File: src/inc/acc_regs.svh
`ifndef ACC_REGS_SVH
`define ACC_REGS_SVH

// ==========================================================
// register byte addresses
`define ACC_CTRL1_ADDR   8'h00
`define ACC_CTRL0_ADDR   8'h04
`define ACC_RESLO_ADDR   8'h08
`define ACC_RESHI_ADDR   8'h0c
`define ACC_PORT_ADDR    8'h10
`define ACC_DIR_ADDR     8'h14
`define ACC_STAT_ADDR    8'h18
`define ACC_ID_ADDR      8'h1c

// ==========================================================
// fields
`define ACC_CTRL1_MASK   8'h3f
`define ACC_CTRL1_RST    8'h00
`define ACC_PCFG_LSB     0
`define ACC_PCFG_MSB     3
`define ACC_VREF_LSB     4
`define ACC_VREF_MSB     5
`define ACC_ON_BIT       0
`define ACC_GO_BIT       1
`define ACC_CHS_LSB      2
`define ACC_CHS_MSB      5
`define ACC_CTRL0_MASK   8'h3f
`define ACC_ID_VALUE     8'h5a

// ==========================================================
// timing: bit period and counts
`define ACC_TAD_NS       100
`define ACC_CLK_NS       5
`define ACC_TAD_CYC      ((`ACC_TAD_NS + `ACC_CLK_NS - 1) / `ACC_CLK_NS)
`define ACC_ACQ_TADS     4'h2
`define ACC_CONV_TADS    4'hb
`define ACC_ABORT_TADS   4'h2

`endif

File: src/inc/acc_pkg.sv
package acc_pkg;
  typedef enum logic [3:0] {
    ACC_IDLE  = 4'b0001,
    ACC_ACQ   = 4'b0010,
    ACC_CONV  = 4'b0100,
    ACC_WAIT  = 4'b1000
  } acc_state_t;
  typedef logic [15:0] acc_pins_t;
endpackage

File: src/acc_top.sv
// Design decisions made here: the Wishbone register port and the register offsets.
`timescale 1ns/1ps
`default_nettype none
`include "acc_regs.svh"
module acc_top
(
  input  wire logic            mclk_i,
  input  wire logic            rst_n_i,
  input  wire logic            wb_cyc_i,
  input  wire logic            wb_stb_i,
  input  wire logic            wb_we_i,
  input  wire logic [7:0]      wb_adr_i,
  input  wire logic [3:0]      wb_sel_i,
  input  wire logic [31:0]     wb_dat_i,
  output logic      [31:0]     wb_dat_o,
  output logic                 wb_ack_o,
  input  wire acc_pkg::acc_pins_t pin_level_i,
  input  wire logic [9:0]      sample_code_i,
  output logic      [15:0]     analog_mask_o,
  output logic      [15:0]     pin_direction_bits_o,
  output logic      [3:0]      input_channel_select_o,
  output logic      [1:0]      reference_source_select_o,
  output logic                 sample_hold_o
);
  import acc_pkg::*;

  // ==========================================================
  // registers
  logic [7:0]  ctrl1_q, ctrl1_d;
  logic [7:0]  ctrl0_q, ctrl0_d;
  logic [15:0] dir_q, dir_d;
  logic [9:0]  res_q, res_d;
  logic        ack_q, ack_d;
  logic [31:0] rdat_q, rdat_d;
  acc_state_t  st_q, st_d;
  logic [3:0]  tads_q, tads_d;
  logic        abort_seen_q, abort_seen_d;
  logic [15:0] pin_s;
  logic        tick;
  logic        wr, rd;
  logic [3:0]  pcfg;
  logic        go_q;

  acc_sync u_sync
  (
    .mclk_i  (mclk_i),
    .rst_n_i (rst_n_i),
    .d_i     (pin_level_i),
    .q_o     (pin_s)
  );

  acc_tad_div u_div
  (
    .mclk_i  (mclk_i),
    .rst_n_i (rst_n_i),
    // restart the bit period on abort so the wait is two whole periods
    .run_i   ((st_q != ACC_IDLE) && !abort_seen_q),
    .tick_o  (tick)
  );

  assign pcfg = ctrl1_q[`ACC_PCFG_MSB:`ACC_PCFG_LSB];
  assign go_q = ctrl0_q[`ACC_GO_BIT];
  assign wr   = wb_cyc_i && wb_stb_i && wb_we_i && !ack_q && wb_sel_i[0];
  assign rd   = wb_cyc_i && wb_stb_i && !ack_q;

  // ==========================================================
  // analog mask: bit set means channel is analog
  always_comb
  begin
    // top pcfg+1 channels are digital, except 0000 leaves all analog; 1111 covers all sixteen
    if (pcfg == 4'h0)
      analog_mask_o = 16'hffff;
    else
      analog_mask_o = 16'hffff >> (5'(pcfg) + 5'h01);
  end

  // ==========================================================
  // register and conversion next state
  always_comb
  begin
    ctrl1_d      = ctrl1_q;
    ctrl0_d      = ctrl0_q;
    dir_d        = dir_q;
    res_d        = res_q;
    st_d         = st_q;
    tads_d       = tads_q;
    abort_seen_d = 1'b0;
    ack_d        = wb_cyc_i && wb_stb_i && !ack_q;
    rdat_d       = 32'h0000_0000;
    if (wr)
    begin
      unique case (wb_adr_i)
        `ACC_CTRL1_ADDR: ctrl1_d = wb_dat_i[7:0] & `ACC_CTRL1_MASK;
        `ACC_CTRL0_ADDR: ctrl0_d = wb_dat_i[7:0] & `ACC_CTRL0_MASK;
        `ACC_RESLO_ADDR: res_d[7:0] = wb_dat_i[7:0];
        `ACC_RESHI_ADDR: res_d[9:8] = wb_dat_i[1:0];
        `ACC_DIR_ADDR:   dir_d = wb_dat_i[15:0];
        default: ;
      endcase
    end
    if (rd)
    begin
      unique case (wb_adr_i)
        `ACC_CTRL1_ADDR: rdat_d = {24'h0, ctrl1_q};
        `ACC_CTRL0_ADDR: rdat_d = {24'h0, ctrl0_q};
        `ACC_RESLO_ADDR: rdat_d = {24'h0, res_q[7:0]};
        `ACC_RESHI_ADDR: rdat_d = {30'h0, res_q[9:8]};
        `ACC_PORT_ADDR:  rdat_d = {16'h0, pin_s & ~analog_mask_o};
        `ACC_DIR_ADDR:   rdat_d = {16'h0, dir_q};
        `ACC_STAT_ADDR:  rdat_d = {28'h0, st_q};
        `ACC_ID_ADDR:    rdat_d = {24'h0, `ACC_ID_VALUE}; // arbitrary value
        default:         rdat_d = 32'h0000_0000;
      endcase
    end
    unique case (st_q)
      ACC_IDLE:
        if (go_q && ctrl0_q[`ACC_ON_BIT])
        begin
          st_d   = ACC_ACQ;
          tads_d = 4'h0;
        end
      ACC_ACQ:
        if (tick)
        begin
          tads_d = tads_q + 4'h1;
          if (tads_q == `ACC_ACQ_TADS - 4'h1)
          begin
            st_d   = ACC_CONV;
            tads_d = 4'h0;
          end
        end
      ACC_CONV:
        if (!go_q || !ctrl0_q[`ACC_ON_BIT])
        begin
          st_d         = ACC_WAIT;
          tads_d       = 4'h0;
          abort_seen_d = 1'b1;
        end
        else if (tick)
        begin
          tads_d = tads_q + 4'h1;
          if (tads_q == `ACC_CONV_TADS - 4'h1)
          begin
            // whatever the pin presents is converted
            res_d   = sample_code_i;
            ctrl0_d[`ACC_GO_BIT] = 1'b0;
            st_d    = ACC_IDLE;
          end
        end
      ACC_WAIT:
        if (tick)
        begin
          tads_d = tads_q + 4'h1;
          if (tads_q == `ACC_ABORT_TADS - 4'h1)
          begin
            st_d   = ACC_ACQ;
            tads_d = 4'h0;
          end
        end
    endcase
  end

  always_ff @(posedge mclk_i)
  begin
    if (!rst_n_i)
    begin
      ctrl1_q      <= `ACC_CTRL1_RST;
      ctrl0_q      <= 8'h00;
      dir_q        <= 16'hffff;
      res_q        <= 10'h000;
      st_q         <= ACC_IDLE;
      tads_q       <= 4'h0;
      abort_seen_q <= 1'b0;
      ack_q        <= 1'b0;
      rdat_q       <= 32'h0000_0000;
    end
    else
    begin
      ctrl1_q      <= ctrl1_d;
      ctrl0_q      <= ctrl0_d;
      dir_q        <= dir_d;
      res_q        <= res_d;
      st_q         <= st_d;
      tads_q       <= tads_d;
      abort_seen_q <= abort_seen_d;
      ack_q        <= ack_d;
      rdat_q       <= rdat_d;
    end
  end

  assign wb_ack_o                  = ack_q;
  assign wb_dat_o                  = rdat_q;
  assign pin_direction_bits_o      = dir_q;
  assign input_channel_select_o    = ctrl0_q[`ACC_CHS_MSB:`ACC_CHS_LSB];
  assign reference_source_select_o = ctrl1_q[`ACC_VREF_MSB:`ACC_VREF_LSB];
  assign sample_hold_o             = (st_q == ACC_CONV);

  // ==========================================================
  // checks
  upper_zero_a: assert property (@(posedge mclk_i) disable iff (!rst_n_i)
    ctrl1_q[7:6] == 2'b00) else $error("control upper bits set");
  abort_now_a: assert property (@(posedge mclk_i) disable iff (!rst_n_i)
    (st_q == ACC_CONV && !go_q) |=> st_q == ACC_WAIT) else $error("abort late");
  abort_keep_a: assert property (@(posedge mclk_i) disable iff (!rst_n_i)
    (abort_seen_q && !$past(wr)) |-> res_q == $past(res_q))
    else $error("result changed on abort");
  restart_a: assert property (@(posedge mclk_i) disable iff (!rst_n_i)
    abort_seen_q |-> ##[1:100] st_q == ACC_ACQ) else $error("no auto restart");
  wait_len_a: assert property (@(posedge mclk_i) disable iff (!rst_n_i)
    $rose(st_q == ACC_WAIT) |-> (st_q == ACC_WAIT) [*8]) else $error("wait too short");
  done_clear_a: assert property (@(posedge mclk_i) disable iff (!rst_n_i)
    ($past(st_q) == ACC_CONV && st_q == ACC_IDLE) |-> !go_q)
    else $error("trigger not cleared");
  mask_a: assert property (@(posedge mclk_i) disable iff (!rst_n_i)
    (pcfg == 4'hf) |-> analog_mask_o == 16'h0000) else $error("mask wrong");
  port_low_a: assert property (@(posedge mclk_i) disable iff (!rst_n_i)
    (rd && wb_adr_i == `ACC_PORT_ADDR && pcfg == 4'h0) |=> wb_dat_o == 32'h0)
    else $error("analog pin read high");
  ack_drop_a: assert property (@(posedge mclk_i) disable iff (!rst_n_i)
    wb_ack_o |=> !wb_ack_o) else $error("ack held");
  conv_c: cover property (@(posedge mclk_i) disable iff (!rst_n_i)
    st_q == ACC_CONV ##1 st_q == ACC_IDLE);
  abort_c: cover property (@(posedge mclk_i) disable iff (!rst_n_i)
    abort_seen_q);
  restart_c: cover property (@(posedge mclk_i) disable iff (!rst_n_i)
    st_q == ACC_WAIT ##1 st_q == ACC_ACQ);
endmodule
`default_nettype wire

File: src/acc_tad_div.sv
`timescale 1ns/1ps
`default_nettype none
`include "acc_regs.svh"
// ==========================================================
// bit period enable divider
module acc_tad_div
(
  input  wire logic mclk_i,
  input  wire logic rst_n_i,
  input  wire logic run_i,
  output logic      tick_o
);
  localparam int TC = `ACC_TAD_CYC;
  logic [7:0] cnt_q;
  logic [7:0] cnt_d;

  always_comb
  begin
    if (!run_i || cnt_q == 8'(TC - 1))
      cnt_d = 8'h00;
    else
      cnt_d = cnt_q + 8'h01;
  end

  always_ff @(posedge mclk_i)
  begin
    if (!rst_n_i)
      cnt_q <= 8'h00;
    else
      cnt_q <= cnt_d;
  end

  assign tick_o = run_i && (cnt_q == 8'(TC - 1));
endmodule
`default_nettype wire

File: src/acc_sync.sv
`timescale 1ns/1ps
`default_nettype none
// ==========================================================
// two-stage pin synchroniser
module acc_sync
(
  input  wire logic        mclk_i,
  input  wire logic        rst_n_i,
  input  wire logic [15:0] d_i,
  output logic      [15:0] q_o
);
  logic [15:0] s1_q;
  logic [15:0] s2_q;

  always_ff @(posedge mclk_i)
  begin
    if (!rst_n_i)
    begin
      s1_q <= 16'h0000;
      s2_q <= 16'h0000;
    end
    else
    begin
      s1_q <= d_i;
      s2_q <= s1_q;
    end
  end

  assign q_o = s2_q;
endmodule
`default_nettype wire

File: config.mk
export PLATFORM = sky130hd
export DESIGN_NAME = acc_top
export DESIGN_NICKNAME = d
export VERILOG_FILES = /design/src/inc/acc_pkg.sv /design/src/acc_top.sv /design/src/acc_tad_div.sv /design/src/acc_sync.sv
export VERILOG_INCLUDE_DIRS = /design/src /design/src/inc
export SDC_FILE = /design/constraint.sdc
export NUM_CORES = 1
export LEC_CHECK = 0
export ABC_AREA = 1
export BUFFER_PORTS_ARGS = -buffer_cell sky130_fd_sc_hd__buf_2
export CORE_MARGIN = 2
export CORE_UTILIZATION = 35
export CTS_CLUSTER_DIAMETER = 120
export DETAILED_ROUTE_END_ITERATION = 6
export GPL_TIMING_DRIVEN = 0
export HOLD_SLACK_MARGIN = 0.12
export SLEW_MARGIN = 10
export SYNTH_ARGS = -nofsm -noshare
export SYNTH_HDL_FRONTEND = slang
export SYNTH_SLANG_ARGS = --single-unit
File: constraint.sdc
create_clock -name mclk_i -period 2.2 [get_ports mclk_i]
set_clock_uncertainty 0.2 [all_clocks]
set_input_delay 0 -clock mclk_i [delete_from_list [all_inputs] [get_ports mclk_i]]
set_output_delay 0 -clock mclk_i [all_outputs]
set_load 0.02 [all_outputs]
==> run_results.csv <==
group,metric,value,unit
clock_tree,ctsResizeCount,0,
logic_synthesis,synthTopCellsByArea,"dfxtp_1 (43%), nand2_1 (14%), inv_1 (7.1%), nor2_1 (6.6%), nand3_1 (4.7%)",
pwr,leakagePower,3.36,nW
timing,fmaxAchievable,0.484,GHz
logic_synthesis,synth-xor-area-share,0.546,%
placed_design,io_buffers,111,
timing,tightest_slew,517,ps
critical_path,critPathCapture,"wb_dat_o[10]$_SDFF_PN0_",
critical_path,crit_path_start,"wb_adr_i[5]",
clock_tree,cts_tree,"done",
critical_path,timing.rr.start,"wb_ack_o$_SDFF_PN0_",
critical_path,worstPathRequired,2280,ps
critical_path,reg2reg_to,"res_q[1]$_SDFF_PN0_",
layout,fin_nets,961,
timing,hold_viol,0,
layout,num-fill-cells,1371,
min_path,min-delay-start,"wb_adr_i[0]",
drt,viasPerCell,4.36,
logic_synthesis,yosysWarningCount,0,
min_path,hold_path_class,"input port to register",
timing,tns,0,ps
drt,via_count,4630,
layout,fin_util,50.1,%
critical_path,slowest_stage,"dlygate4sd3_1",
pwr,peakVddDrop,0.000375,V
layout,final_cell_mix,"nand2_1 (183), buf_2 (114), dfxtp_1 (104)",
critical_path,slowest_delay,590,ps
global_route,grt_overflow,0,
logic_synthesis,ys_seq_elements,104,
die,core,13300,sq um
critical_path,r2r_slack,140,ps
die,io_pins,147,
timing,finalCritPeriodShare,94.0,%
critical_path,crit_cells,7,
timing,relSlewSlack,65.5,%
job,drv_cap,0,
layout,final_layout_size_suffix_gt1_share,23.7,%
clock_tree,clkTransAtPathRegs,70,ps
logic_synthesis,synthSimpleGateAreaFrac,35.2,%
layout,layout_commonest_cell,"nand2_1",
die,die-area,14700,sq um
drt,ant_nets,0,
placed_design,post-dp-hpwl,9340,um
drt,wire_per_inst,12.0,um
timing,setup_viol,0,
logic_synthesis,synth_top_family_by_area,"simple AND/OR/NAND/NOR gates",
drt,drc,0,
clock_tree,insertion_delay,350,ps
die,core.rowCount,42,
drt,drtIter0Drc,246,
critical_path,critPathBufInv,4,
layout,area_growth,38.9,%
drt,wl,12800,um
die,die_x,121,um
die,die_h,121,um
placed_design,place_congestion,0.854,
die,start_util,36.1,%
global_route,grt_first_pass_wirelength,20800,um
logic_synthesis,synth.avg_cell_area,7.19,sq um
clock_tree,h-tree-depth,3,
critical_path,worstPathCellList,"buf_2, dlygate4sd3_1, nor2_4, dlygate4sd3_1, nand3_1, buf_2, a21oi_1",
logic_synthesis,yosys.cell_types.count,41,
logic_synthesis,seq_area_frac_synth,43.3,%
critical_path,end_kind,"register",
timing,drv_slew,0,
logic_synthesis,synth_compound_area_share,6.11,%
pwr,p_per_area,606,nW/um^2
clock_tree,clk_path_buf_depth,2,
status,outcome,"completed",
critical_path,critPathKind,"input port to register",
logic_synthesis,synthMuxAreaShare,0,%
logic_synthesis,postSynthCellCount,669,
logic_synthesis,netlist_area,4810,sq um
critical_path,arrival,2150,ps
global_route,grtUsageTotal,18.0,%
drt,drt_first_pass_iters,5,
timing,min_period,2070,ps
logic_synthesis,synth_fa_ha_area_share,1.04,%
critical_path,reg2regPathDepth,9,
clock_tree,cts_sinks,104,
global_route,grt_max_degree,18,
logic_synthesis,synth_top_cell_by_area,"dfxtp_1",
critical_path,critPathMaxFanout,10,
critical_path,critical_path.top_delay_family,"buffers and inverters",
global_route,grt_antenna_before_repair,1,
layout,diodes,0,
logic_synthesis,synth_top_area_share,43.3,%
clock_tree,ctsRootBufferMaster,"clkbuf_16",
global_route,grt_pass1_vias,4348,
critical_path,startpoint_type,"input port",
clock_tree,cts_made_buffers,9,
timing,rsz0062_at_grt,"no",
==> logic make-up after synthesis <==
group | Yosys count
xor gates and xnor gates | 3
other | 1
adders and majority gates | 4
DFF | 104
AOI/OAI and AO/OA | 54
buffers and inverters | 138
and+or+nand+nor | 365
==> sequential cells by signal, summed over array words and instances (netlist names) <==
name	cells
res_q	10
pin_direction_bits_o	16
u_div.cnt_q	8
tads_q	4
abort_seen_q	1
ctrl0_q	6
st_q	4
u_sync.q_o	16
wb_ack_o	1
ctrl1_q	6
wb_dat_o	16
u_sync.s1_q	16
==> stage by stage <==
stage                     total power [W]  hold WS [ps]  instance area, sq um  setup WS (ps)  instances
after floorplan                   0.00233          -102                  4870            428        684
after global placement            0.00247         -14.1                  5640            369        971
after detailed placement          0.00247         -13.5                  5640            361        971
after CTS                         0.00408           122                  6660           49.2       1060
after global routing              0.00426           174                  6680           19.7       1063
final                             0.00405           133                  6680            132       1063
==> cell usage after synthesis (all sizes together) <==
master,n
conb,1
nand2,201
dfxtp,104
nor3,3
nand3,54
o22ai,2
nand3b,5
o21ai,23
o211ai,2
a21oi,23
nor2,96
clkbuf,6
o21bai,1
a31oi,2
buf,32
or2,1
clkinv,1
nor4,1
o2111ai,1
nand4,4
inv,99
ha,4
xor2,3
==> where the power goes <==
group          switching, W  leakage [nW]  internal, W  total, W
registers         0.0000391         0.846      0.00194   0.00198
clock network      0.000732         0.134     0.000809   0.00154
logic              0.000301          2.38     0.000224  0.000525
total               0.00107          3.36      0.00298   0.00405
==> what timing repair did <==
action / CTS / global route
endpoints found under the hold margin: 85 / 4
setup buffers: 0 / 2
hold buffers: 73 / 3
endpoints found under the setup margin: 0 / 17
==> worst min-delay path by stage <==
| stage | slack [ps] | to | cells after the start |
|---|---|---|---|
| detailed placement | -10 | u_sync.s1_q[3]$_SDFF_PN0_ | 3 |
| global route | 170 | u_sync.s1_q[9]$_SDFF_PN0_ | 4 |
| floorplan | -100 | u_sync.s1_q[0]$_SDFF_PN0_ | 2 |
| finish | 130 | pin_direction_bits_o[0]$_SDFFE_PN1P_ | 7 |
| global placement | -10 | u_sync.s1_q[14]$_SDFF_PN0_ | 3 |
| CTS | 120 | pin_direction_bits_o[0]$_SDFFE_PN1P_ | 7 |
==> area by class of cell <==
cell class,instances,area (sq um),share of cell area (%)
Multi-Input combinational cell,442,2120,31.8
Tap cell,176,220,3.30
Timing Repair Buffer,187,1310,19.6
Clock buffer,11,243,3.63
Buffer,38,279,4.18
Sequential cell,104,2080,31.2
Clock inverter,5,40.0,0.599
Inverter,100,384,5.75
==> tightest hold or removal path: cells and delay by family <==
family	cells	cell delay, ps
compound gates	1	160
buf+inv	2	190
simple gates	4	300
==> per-layer routing <==
layer / track usage (%) / up-vias / share of wire, %
met5: 0 / - / 0
met4: 5.32 / 0 / 1.5
met3: 5.08 / 15 / 6.1
met1: 23.2 / 2043 / 46
li1: - / 2437 / -
met2: 29.2 / 135 / 47
(Power assumes the default switching activity.)
